==> config.mk <==
export PLATFORM = sky130hd
export DESIGN_NAME = adcc_ctrl
export DESIGN_NICKNAME = d
export VERILOG_FILES = /design/src/include/adcc_pkg.sv /design/src/verilog/adcc_ctrl.sv
export VERILOG_INCLUDE_DIRS = /design/src /design/src/include
export SDC_FILE = /design/constraint.sdc
export NUM_CORES = 1
export LEC_CHECK = 0
export BUFFER_PORTS_ARGS = -buffer_cell sky130_fd_sc_hd__buf_4
export CAP_MARGIN = 10
export CORE_ASPECT_RATIO = 0.6
export CORE_UTILIZATION = 49
export DETAILED_ROUTE_END_ITERATION = 12
export PLACE_DENSITY = 0.8
export SLEW_MARGIN = 40
export SYNTH_ARGS = -nofsm -noshare
export SYNTH_HDL_FRONTEND = slang
export SYNTH_SLANG_ARGS = --single-unit
==> constraint.sdc <==
create_clock -name clk -period 5 [get_ports clk]
set_input_delay 1 -clock clk [delete_from_list [all_inputs] [get_ports clk]]
set_output_delay 1 -clock clk [all_outputs]
set_load 0.005 [all_outputs]
==> src/include/adcc_defs.svh <==
// register offsets, field positions, reset values and timing counts of the converter control
`ifndef ADCC_DEFS_SVH
`define ADCC_DEFS_SVH
`define ADCC_OFF_RES_LO 8'h78
`define ADCC_OFF_RES_HI 8'h79
`define ADCC_OFF_CTRL_A 8'h7a
`define ADCC_OFF_CTRL_B 8'h7b
`define ADCC_OFF_MUX 8'h7c
`define ADCC_OFF_DIDR 8'h7e
`define ADCC_BIT_ON 7
`define ADCC_BIT_GO 6
`define ADCC_BIT_AUTO 5
`define ADCC_BIT_FLAG 4
`define ADCC_BIT_IE 3
`define ADCC_BIT_LADJ 5
`define ADCC_RST_BYTE 8'h00
`define ADCC_FIRST_CYC 5'd25
`define ADCC_NORM_CYC 5'd13
`define ADCC_CH_TEMP 4'h8
`define ADCC_CH_BG 4'he
`define ADCC_CH_GND 4'hf
`define ADCC_TS_FREE 3'h0
`endif

==> src/include/adcc_pkg.sv <==
// types shared by the converter control block
package adcc_pkg;
    typedef enum logic [2:0] {
        ADCC_IDLE = 3'b001,
        ADCC_CONV = 3'b010,
        ADCC_DONE = 3'b100
    } adcc_state_t;

    // command to the analogue core
    typedef struct packed {
        logic sample;
        logic first;
        logic [3:0] channel;
        logic [1:0] reference;
    } adcc_core_cmd_t;

    // software register bus request
    typedef struct packed {
        logic [7:0] addr;
        logic [7:0] wdata;
        logic wr;
        logic rd;
    } adcc_bus_req_t;
endpackage : adcc_pkg

==> src/verilog/adcc_ctrl.sv <==
// converter control: registers, prescaler, trigger, sequencing and locked result read
`include "adcc_defs.svh"

module adcc_ctrl
    import adcc_pkg::*;
(
    input wire logic clk,
    input wire logic rst,
    input wire adcc_bus_req_t bus_req,
    output logic [7:0] rdata,
    input wire logic global_irq_on,
    input wire logic irq_vector_ack,
    output logic irq_req,
    input wire logic [6:0] trig_flags,
    output adcc_core_cmd_t core_cmd,
    output logic core_clk_en,
    input wire logic [9:0] core_result,
    input wire logic [5:0] pin_in_raw,
    output logic [5:0] pin_in_gated,
    output logic [5:0] pin_buf_off
);

    // ----------------------------------------
    // registers and state
    // ----------------------------------------
    logic [7:0] ctrl_a_r;
    logic [7:0] mux_r;
    logic [2:0] ctrl_b_r;
    logic [5:0] didr_r;
    logic [9:0] result_r;
    logic lock_r;
    logic [9:0] pend_r;
    logic pend_v_r;
    logic first_r;
    logic [3:0] chan_act_r;
    logic [1:0] ref_act_r;
    logic [6:0] pre_cnt_r;
    logic [4:0] cyc_r;
    logic trig_lvl_r;
    adcc_state_t state_r;
    adcc_state_t state_nxt;
    logic [7:0] rdata_r;
    logic [5:0] pin_s1_r;
    logic [5:0] pin_s2_r;
    logic [5:0] pin_s3_r;
    logic [5:0] pin_stable_r;

    // divisor mask for a prescaler code
    function automatic logic [6:0] adcc_div_mask(input logic [2:0] code);
        case (code)
            3'h0, 3'h1: adcc_div_mask = 7'h01;
            3'h2: adcc_div_mask = 7'h03;
            3'h3: adcc_div_mask = 7'h07;
            3'h4: adcc_div_mask = 7'h0f;
            3'h5: adcc_div_mask = 7'h1f;
            3'h6: adcc_div_mask = 7'h3f;
            default: adcc_div_mask = 7'h7f;
        endcase
    endfunction : adcc_div_mask

    // trigger level for a source code, code 0 gives none
    function automatic logic adcc_trig_sel(input logic [2:0] code, input logic [6:0] flags);
        if (code == `ADCC_TS_FREE) begin
            adcc_trig_sel = 1'b0;
        end else begin
            adcc_trig_sel = flags[code - 3'h1];
        end
    endfunction : adcc_trig_sel

    // ----------------------------------------
    // decode
    // ----------------------------------------
    wire wr_a = bus_req.wr && bus_req.addr == `ADCC_OFF_CTRL_A;
    wire wr_b = bus_req.wr && bus_req.addr == `ADCC_OFF_CTRL_B;
    wire wr_m = bus_req.wr && bus_req.addr == `ADCC_OFF_MUX;
    wire wr_d = bus_req.wr && bus_req.addr == `ADCC_OFF_DIDR;
    wire rd_lo = bus_req.rd && bus_req.addr == `ADCC_OFF_RES_LO;
    wire rd_hi = bus_req.rd && bus_req.addr == `ADCC_OFF_RES_HI;
    wire conv_on = ctrl_a_r[`ADCC_BIT_ON];
    wire on_nxt = wr_a ? bus_req.wdata[`ADCC_BIT_ON] : conv_on;
    wire auto_on = ctrl_a_r[`ADCC_BIT_AUTO];
    wire busy = state_r == ADCC_CONV;
    wire adc_tick = conv_on && ((pre_cnt_r & adcc_div_mask(ctrl_a_r[2:0])) == 7'h00);
    wire trig_lvl = adcc_trig_sel(ctrl_b_r, trig_flags);
    wire trig_edge = auto_on && trig_lvl && !trig_lvl_r;
    wire sw_go = wr_a && bus_req.wdata[`ADCC_BIT_GO] && on_nxt;
    wire free_go = auto_on && ctrl_b_r == `ADCC_TS_FREE && state_r == ADCC_DONE;
    wire last_cyc = busy && adc_tick && cyc_r == 5'd1;
    wire start_req = on_nxt && !busy && (sw_go || trig_edge || free_go);
    wire flag_set = last_cyc;
    wire flag_clr = (wr_a && bus_req.wdata[`ADCC_BIT_FLAG]) || irq_vector_ack;
    wire [9:0] shown = result_r;
    wire [7:0] res_lo = mux_r[`ADCC_BIT_LADJ] ? {shown[1:0], 6'h00} : shown[7:0];
    wire [7:0] res_hi = mux_r[`ADCC_BIT_LADJ] ? shown[9:2] : {6'h00, shown[9:8]};
    wire [7:0] ctrl_a_view = {ctrl_a_r[7], busy, ctrl_a_r[5:0]};

    // read data mux, unmapped reads give zero
    wire [7:0] rd_mux = (bus_req.addr == `ADCC_OFF_RES_LO) ? res_lo :
                        (bus_req.addr == `ADCC_OFF_RES_HI) ? res_hi :
                        (bus_req.addr == `ADCC_OFF_CTRL_A) ? ctrl_a_view :
                        (bus_req.addr == `ADCC_OFF_CTRL_B) ? {5'h00, ctrl_b_r} :
                        (bus_req.addr == `ADCC_OFF_MUX) ? {mux_r[7:5], 1'b0, mux_r[3:0]} :
                        (bus_req.addr == `ADCC_OFF_DIDR) ? {2'h0, didr_r} : 8'h00;

    // ----------------------------------------
    // sequencer
    // ----------------------------------------
    always_comb begin
        state_nxt = state_r;
        case (state_r)
            ADCC_IDLE: if (start_req) state_nxt = ADCC_CONV;
            ADCC_CONV: if (!on_nxt) state_nxt = ADCC_IDLE;
                       else if (last_cyc) state_nxt = ADCC_DONE;
            ADCC_DONE: if (start_req) state_nxt = ADCC_CONV;
                       else state_nxt = ADCC_IDLE;
            default: state_nxt = ADCC_IDLE;
        endcase
    end

    always_ff @(posedge clk or posedge rst) begin
        if (rst) begin
            state_r <= ADCC_IDLE;
            cyc_r <= 5'd0;
            first_r <= 1'b1;
            pre_cnt_r <= 7'h00;
            trig_lvl_r <= 1'b0;
        end else begin
            state_r <= state_nxt;
            trig_lvl_r <= trig_lvl;
            pre_cnt_r <= conv_on ? pre_cnt_r + 7'h01 : 7'h00;
            if (!on_nxt) begin
                first_r <= 1'b1;
            end else if (state_nxt == ADCC_CONV && !busy) begin
                cyc_r <= first_r ? `ADCC_FIRST_CYC : `ADCC_NORM_CYC;
                first_r <= 1'b0;
            end else if (busy && adc_tick) begin
                cyc_r <= cyc_r - 5'd1;
            end
        end
    end

    // ----------------------------------------
    // software registers
    // ----------------------------------------
    always_ff @(posedge clk or posedge rst) begin
        if (rst) begin
            ctrl_a_r <= `ADCC_RST_BYTE;
            ctrl_b_r <= 3'h0;
            mux_r <= `ADCC_RST_BYTE;
            didr_r <= 6'h00;
        end else begin
            if (wr_a) begin
                ctrl_a_r[7] <= bus_req.wdata[7];
                ctrl_a_r[5] <= bus_req.wdata[5];
                ctrl_a_r[3:0] <= bus_req.wdata[3:0];
            end
            if (flag_set) begin
                ctrl_a_r[`ADCC_BIT_FLAG] <= 1'b1;
            end else if (flag_clr) begin
                ctrl_a_r[`ADCC_BIT_FLAG] <= 1'b0;
            end
            ctrl_a_r[6] <= 1'b0;
            if (wr_b) ctrl_b_r <= bus_req.wdata[2:0];
            if (wr_m) mux_r <= {bus_req.wdata[7:5], 1'b0, bus_req.wdata[3:0]};
            if (wr_d) didr_r <= bus_req.wdata[5:0];
        end
    end

    // ----------------------------------------
    // channel and reference applied only between conversions
    // ----------------------------------------
    always_ff @(posedge clk or posedge rst) begin
        if (rst) begin
            chan_act_r <= 4'h0;
            ref_act_r <= 2'h0;
        end else if (!busy) begin
            chan_act_r <= mux_r[3:0];
            ref_act_r <= mux_r[7:6];
        end
    end

    // ----------------------------------------
    // result capture with low-then-high lock
    // ----------------------------------------
    always_ff @(posedge clk or posedge rst) begin
        if (rst) begin
            result_r <= 10'h000;
            lock_r <= 1'b0;
            pend_r <= 10'h000;
            pend_v_r <= 1'b0;
        end else begin
            if (rd_lo) lock_r <= 1'b1;
            if (rd_hi) lock_r <= 1'b0;
            if (last_cyc && (lock_r || rd_lo)) begin
                pend_r <= core_result;
                pend_v_r <= 1'b1;
            end else if (last_cyc) begin
                result_r <= core_result;
            end else if (pend_v_r && !lock_r) begin
                result_r <= pend_r;
                pend_v_r <= 1'b0;
            end
        end
    end

    // read data one cycle after the strobe
    always_ff @(posedge clk or posedge rst) begin
        if (rst) begin
            rdata_r <= 8'h00;
        end else begin
            rdata_r <= bus_req.rd ? rd_mux : 8'h00;
        end
    end

    // ----------------------------------------
    // pin input synchroniser and gating
    // ----------------------------------------
    always_ff @(posedge clk or posedge rst) begin
        if (rst) begin
            pin_s1_r <= 6'h00;
            pin_s2_r <= 6'h00;
            pin_s3_r <= 6'h00;
            pin_stable_r <= 6'h00;
        end else begin
            pin_s1_r <= pin_in_raw;
            pin_s2_r <= pin_s1_r;
            pin_s3_r <= pin_s2_r;
            pin_stable_r <= (pin_s2_r & pin_s3_r) | (pin_stable_r & (pin_s2_r | pin_s3_r));
        end
    end

    assign pin_in_gated = pin_stable_r & ~didr_r;
    assign pin_buf_off = didr_r;
    assign rdata = rdata_r;
    assign irq_req = ctrl_a_r[`ADCC_BIT_FLAG] && ctrl_a_r[`ADCC_BIT_IE] && global_irq_on;
    assign core_clk_en = adc_tick;
    assign core_cmd.sample = busy;
    assign core_cmd.first = busy && cyc_r > `ADCC_NORM_CYC;
    assign core_cmd.channel = chan_act_r;
    assign core_cmd.reference = ref_act_r;

    // ----------------------------------------
    // assertions
    // ----------------------------------------
    a_irq_level: assert property (@(posedge clk) disable iff (rst)
        irq_req == (ctrl_a_r[4] && ctrl_a_r[3] && global_irq_on)) else $error("irq mismatch");
    a_off_aborts: assert property (@(posedge clk) disable iff (rst)
        (busy && wr_a && !bus_req.wdata[7]) |=> state_r == ADCC_IDLE) else $error("no abort");
    a_flag_sets: assert property (@(posedge clk) disable iff (rst)
        last_cyc |=> ctrl_a_r[4]) else $error("flag not set");
    a_chan_hold: assert property (@(posedge clk) disable iff (rst)
        busy && $past(busy) |-> $stable(chan_act_r)) else $error("channel moved");
    a_ref_hold: assert property (@(posedge clk) disable iff (rst)
        busy && $past(busy) |-> $stable(ref_act_r)) else $error("reference moved");
    a_first_len: assert property (@(posedge clk) disable iff (rst)
        (!busy && state_nxt == ADCC_CONV && first_r) |=> cyc_r == 5'd25) else $error("first len");
    a_free_nostart: assert property (@(posedge clk) disable iff (rst)
        (ctrl_b_r == 3'h0) |-> !trig_edge) else $error("free trig");
    a_pin_gate: assert property (@(posedge clk) disable iff (rst)
        (pin_in_gated & didr_r) == 6'h00) else $error("pin not gated");
    a_lock_hold: assert property (@(posedge clk) disable iff (rst)
        (lock_r && !rd_hi) |=> $stable(result_r)) else $error("lock broken");

    // a completion kept during the lock lands once the lock is gone
    a_pend_apply: assert property (@(posedge clk) disable iff (rst)
        (pend_v_r && !lock_r && !last_cyc) |=> result_r == $past(pend_r)) else $error("pending lost");

    // an unlocked completion goes straight into the result
    a_result_load: assert property (@(posedge clk) disable iff (rst)
        (last_cyc && !lock_r && !rd_lo) |=> result_r == $past(core_result)) else $error("result not loaded");

    // start bit view follows the busy state
    a_go_busy: assert property (@(posedge clk) disable iff (rst)
        busy |-> ctrl_a_view[6]) else $error("start bit low while busy");

    // read data are zero unless a read was strobed one cycle before
    a_rdata_idle: assert property (@(posedge clk) disable iff (rst)
        !$past(bus_req.rd) |-> rdata == 8'h00) else $error("stray read data");

    // unused channel mux bit never stores a one
    a_mux_bit4: assert property (@(posedge clk) disable iff (rst)
        mux_r[4] == 1'b0) else $error("mux bit 4 set");

    // left adjusted low byte keeps its six low bits clear
    a_ladj_low: assert property (@(posedge clk) disable iff (rst)
        mux_r[5] |-> res_lo[5:0] == 6'h00) else $error("left low bits");

    // right adjusted high byte keeps its six high bits clear
    a_radj_high: assert property (@(posedge clk) disable iff (rst)
        !mux_r[5] |-> res_hi[7:2] == 6'h00) else $error("right high bits");

    // later conversions load the short count
    a_norm_len: assert property (@(posedge clk) disable iff (rst)
        (!busy && state_nxt == ADCC_CONV && !first_r) |=> cyc_r == 5'd13) else $error("later len");

    // initialisation phase only inside a conversion
    a_core_first: assert property (@(posedge clk) disable iff (rst)
        core_cmd.first |-> core_cmd.sample) else $error("first outside conversion");

    // converter ticks are single pulses, never two in a row
    a_tick_pulse: assert property (@(posedge clk) disable iff (rst)
        core_clk_en |=> !core_clk_en) else $error("tick too long");

    // no converter ticks while switched off
    a_off_quiet: assert property (@(posedge clk) disable iff (rst)
        !conv_on |-> !core_clk_en) else $error("tick while off");

    // software start begins a conversion at the next edge
    a_sw_start: assert property (@(posedge clk) disable iff (rst)
        (sw_go && !busy) |=> busy) else $error("start ignored");

    // a trigger edge begins a conversion when idle and enabled
    a_trig_start: assert property (@(posedge clk) disable iff (rst)
        (trig_edge && on_nxt && !busy) |=> busy) else $error("trigger ignored");

    // without auto trigger no source can start anything
    a_auto_off: assert property (@(posedge clk) disable iff (rst)
        !auto_on |-> !trig_edge) else $error("trigger without auto");

    // free running restarts straight after a completion
    a_free_restart: assert property (@(posedge clk) disable iff (rst)
        (state_r == ADCC_DONE && auto_on && ctrl_b_r == 3'h0 && on_nxt) |=> busy) else $error("no restart");

    // a clear with no completion beside it drops the flag
    a_flag_clear: assert property (@(posedge clk) disable iff (rst)
        (flag_clr && !flag_set) |=> !ctrl_a_r[4]) else $error("flag not cleared");

    // channel follows the register between conversions
    a_chan_apply: assert property (@(posedge clk) disable iff (rst)
        !busy |=> chan_act_r == $past(mux_r[3:0])) else $error("channel not applied");
endmodule : adcc_ctrl

==> metrics <==
Placement Setup Slack approximately 2.1 ns; post-detailed-route wirelength per cell 18.4 microns; power spent charging and discharging nets 0.389 mW; switching share of power 0.231; router iterations before antenna repair 5; total power divided by cell area about 300 nW/um^2; largest stage delay on the critical path about 0.57 ns; Flop pwr share 0.514; xor and xnor area share after synthesis 0.0112; combinational family with the most area after synthesis multiplexers; remaining routing DRC violations 0; clock latency on the worst-skew pair between 0.3 and 0.4 ns; internal power 1.30 mW; count of port buffers added during placement 74; highest net fanout along the worst path 15; fin crit share 0.569; final worst slack 2.16 ns; wire length of the first global-routing pass 17900 microns; post-CTS setup buffers 0; async set or reset register ratio after synthesis 1.00; synthesis-stage register bit count 100; vias in the first global route 3345; Post-DP Area between 5000 and 6000 sq um; CTS hold repair buffers 0; share of synthesized area spent on multiplexers 0.157; simple logic cell fraction of the synthesized area 0.135; share of post-route cells with drive strength above 1 0.354; Max Clock Skew around 0.0054 ns; category of the worst setup path launch point flip-flop; Hold/Removal Path Class reg -> reg; share of the synthesized area in compound gates (AO/OA/AOI/OAI) 0.110; effective utilization at floorplan 0.507; fraction of power consumed by combinational cells 0.090; number of synthesized flops with an enable pin 0; cell area after synthesis 4670 sq um; average cell area after synthesis 12.0 sq um; transition at the pin with the smallest max-transition slack 0.826 ns; Static Leakage 2.66 nW; non-filler cells, final 596; max-slew violation total from the final report 0; count of synthesis-stage warnings from yosys 0; aggregate global-route resource usage 0.242; share of Yosys cell area claimed by the top area cell type 0.525; cell count after placement ~580; Main synth FF type dfrtp_1; setup repair after global routing missed its margin no; max-cap violations 0; fraction of the core area covered by cells at the end of the flow 0.610; clock net sink count 100; post-synth top area cell dfrtp_1; number of distinct library cells after synthesis 70; Resized cells post-CTS 0; type of the setup path with the least slack reg -> reg; width of the die 128 microns; sequential element share of the synthesized area 0.536; post-synthesis to final-layout area growth 20.4%; Post-DRT Antenna Nets 0; number of design-rule violations left by the first detailed-router iteration around 250; final critical-path required period 2.84 ns; height of the die between 70 and 80 microns; Setup violations, final 0; number of placed I/O pins 75; worst relative slew slack 0.448; clock tree from TritonCTS yes; initial antenna violation count 0; final routed wirelength across all metal layers around 11000 microns; maximum operating frequency 352 MHz; endpoint type of the worst setup path flip-flop; area of the core just over 9000 sq um; synth cell count leaders dfrtp_1, mux2_2, nand2_1, nor2_1, a21oi_1; Final Hold Vio Count 0; post-synthesis adder-cell area fraction 0.0262; accumulated negative setup slack 0 ns; routability congestion estimate about 0.91; maximum number of buffers from clock root to sink 2; run status finished, final reports clean; CTS root buffer clkbuf_16; critical path's slowest cell nor2_2; number of buffers inserted during clock tree synthesis 9; cell with the most instances after synthesis dfrtp_1; maximum VDD drop 0.258 mV; final-stage net count 514; Final HPWL DP slightly above 8000 microns; cell area after layout ~5600 sq um; area of the die 9940 sq um; clock-pin slew on the worst setup and hold paths 0.06 ns; Synth area leaders dfrtp_1, mux2_2, mux2_4; required time at the worst-slack endpoint between 5 and 6 ns; worst path cell trace nor2_1, nand2_1, inv_2, nand4b_1, a211o_1, nor2_2, mux2_2; Via density 5.63; nets in the synthesized netlist 440; clock share of power 0.396; Arrival @ worst endpoint 3.07 ns; count of standard-cell rows 27; maximum number of pins on one net before global-route repair 58; deepest level of the CTS H-tree 3; vias about 3400; grt ovf 0; synthesized instance count 390; count of inserted antenna diode cells 0
[state kept, by name (all words and copies together) (netlist names), 5 cells and up]
register and flops:
pin_s3_r 6, ctrl_a_r 7, cyc_r 5, pin_s2_r 6, pre_cnt_r 7, rdata 8
result_r 10, mux_r 7, pin_s1_r 6, pin_buf_off 6, pin_stable_r 6, pend_r 10
[worst max-delay path, delay by kind of cell, from the launching register on]
kind	cells	cell delay (ns)
flops	1	0.40
compound gates	1	0.48
buf+inv	1	0.31
simple gates	4	1.12
mux	1	0.41
[cell families (layout without fill, tap and decap cells)]
family,Yosys count,after routing
xor gates and xnor gates,6,6
DFF,100,100
adders and majority gates,11,11
and+or+nand+nor,119,119
muxes,60,60
AOI/OAI and AO/OA,69,69
buffers and inverters,25,101
[power by group through the flow]
stage               clock [mW]  combinational [mW]  sequential [mW]
finish                   0.667               0.152            0.866
global route             0.719               0.168            0.869
CTS                      0.685               0.153            0.865
detailed placement           0               0.152            0.879
global placement             0               0.146            0.878
floorplan                    0              0.0852            0.870
[cells in the final DEF, fill, tap and decap left out, types with 3 or more instances in the layout]
cell	Yosys	routed
nor2b_1	12	12
nand3_1	10	10
a22o_1	4	4
and2_1	4	4
mux2i_1	4	4
buf_4	1	75
nor3_1	6	6
nor2_1	21	21
inv_1	12	11
o21ai_0	14	14
nand4_1	3	3
nand2_1	37	37
clkbuf_16	0	9
mux2_2	43	43
dfrtp_1	98	98
a21oi_1	16	16
xor2_1	5	5
and3_1	5	5
mux2_4	11	11
maj3_1	6	6
ha_1	5	5
[final timing paths]
check | from | end | slack [ns] | depth (start not counted)
worst max-delay path | state_r[2]$_DFF_PP0_ | pend_r[6]$_DFFE_PP0P_ | 2.16 | 7
worst min register to register | pin_s1_r[3]$_DFF_PP0_ | pin_s2_r[3]$_DFF_PP0_ | 0.35 | 0
min in group asynchronous | rst | pin_s1_r[3]$_DFF_PP0_ | 0.78 | 2
worst max register to register | state_r[2]$_DFF_PP0_ | pend_r[6]$_DFFE_PP0P_ | 2.16 | 7
max in group asynchronous | rst | result_r[2]$_DFFE_PP0P_ | 3.20 | 3
worst min-delay path | pin_s1_r[3]$_DFF_PP0_ | pin_s2_r[3]$_DFF_PP0_ | 0.35 | 0
[layer usage]
metal | GRT usage | part of all wire | vias up
li1 | - | - | 1551
met1 | 0.367 | 0.50 | 1668
met2 | 0.332 | 0.41 | 124
met3 | 0.0662 | 0.073 | 15
met4 | 0.0824 | 0.014 | 0
met5 | 0 | 0 | -
[area by class of cell]
class / instances / area (sq um)
clock buffer: 9 / 225
clock inverter: 4 / 53.8
fill: 767 / 3600
inverter: 13 / 51.3
multi-input combinational: 265 / 2060
sequential: 100 / 2500
tap: 130 / 163
timing repair buffer: 75 / 563
[through the flow]
stage / total power [mW] / hold WS [ns]
after floorplan: 0.955 / 0.331
after global placement: 1.02 / 0.332
after detailed placement: 1.03 / 0.336
after CTS: 1.70 / 0.350
after global routing: 1.76 / 0.354
final: 1.69 / 0.348
No activity file was read; power rests on OpenSTA's default activity.
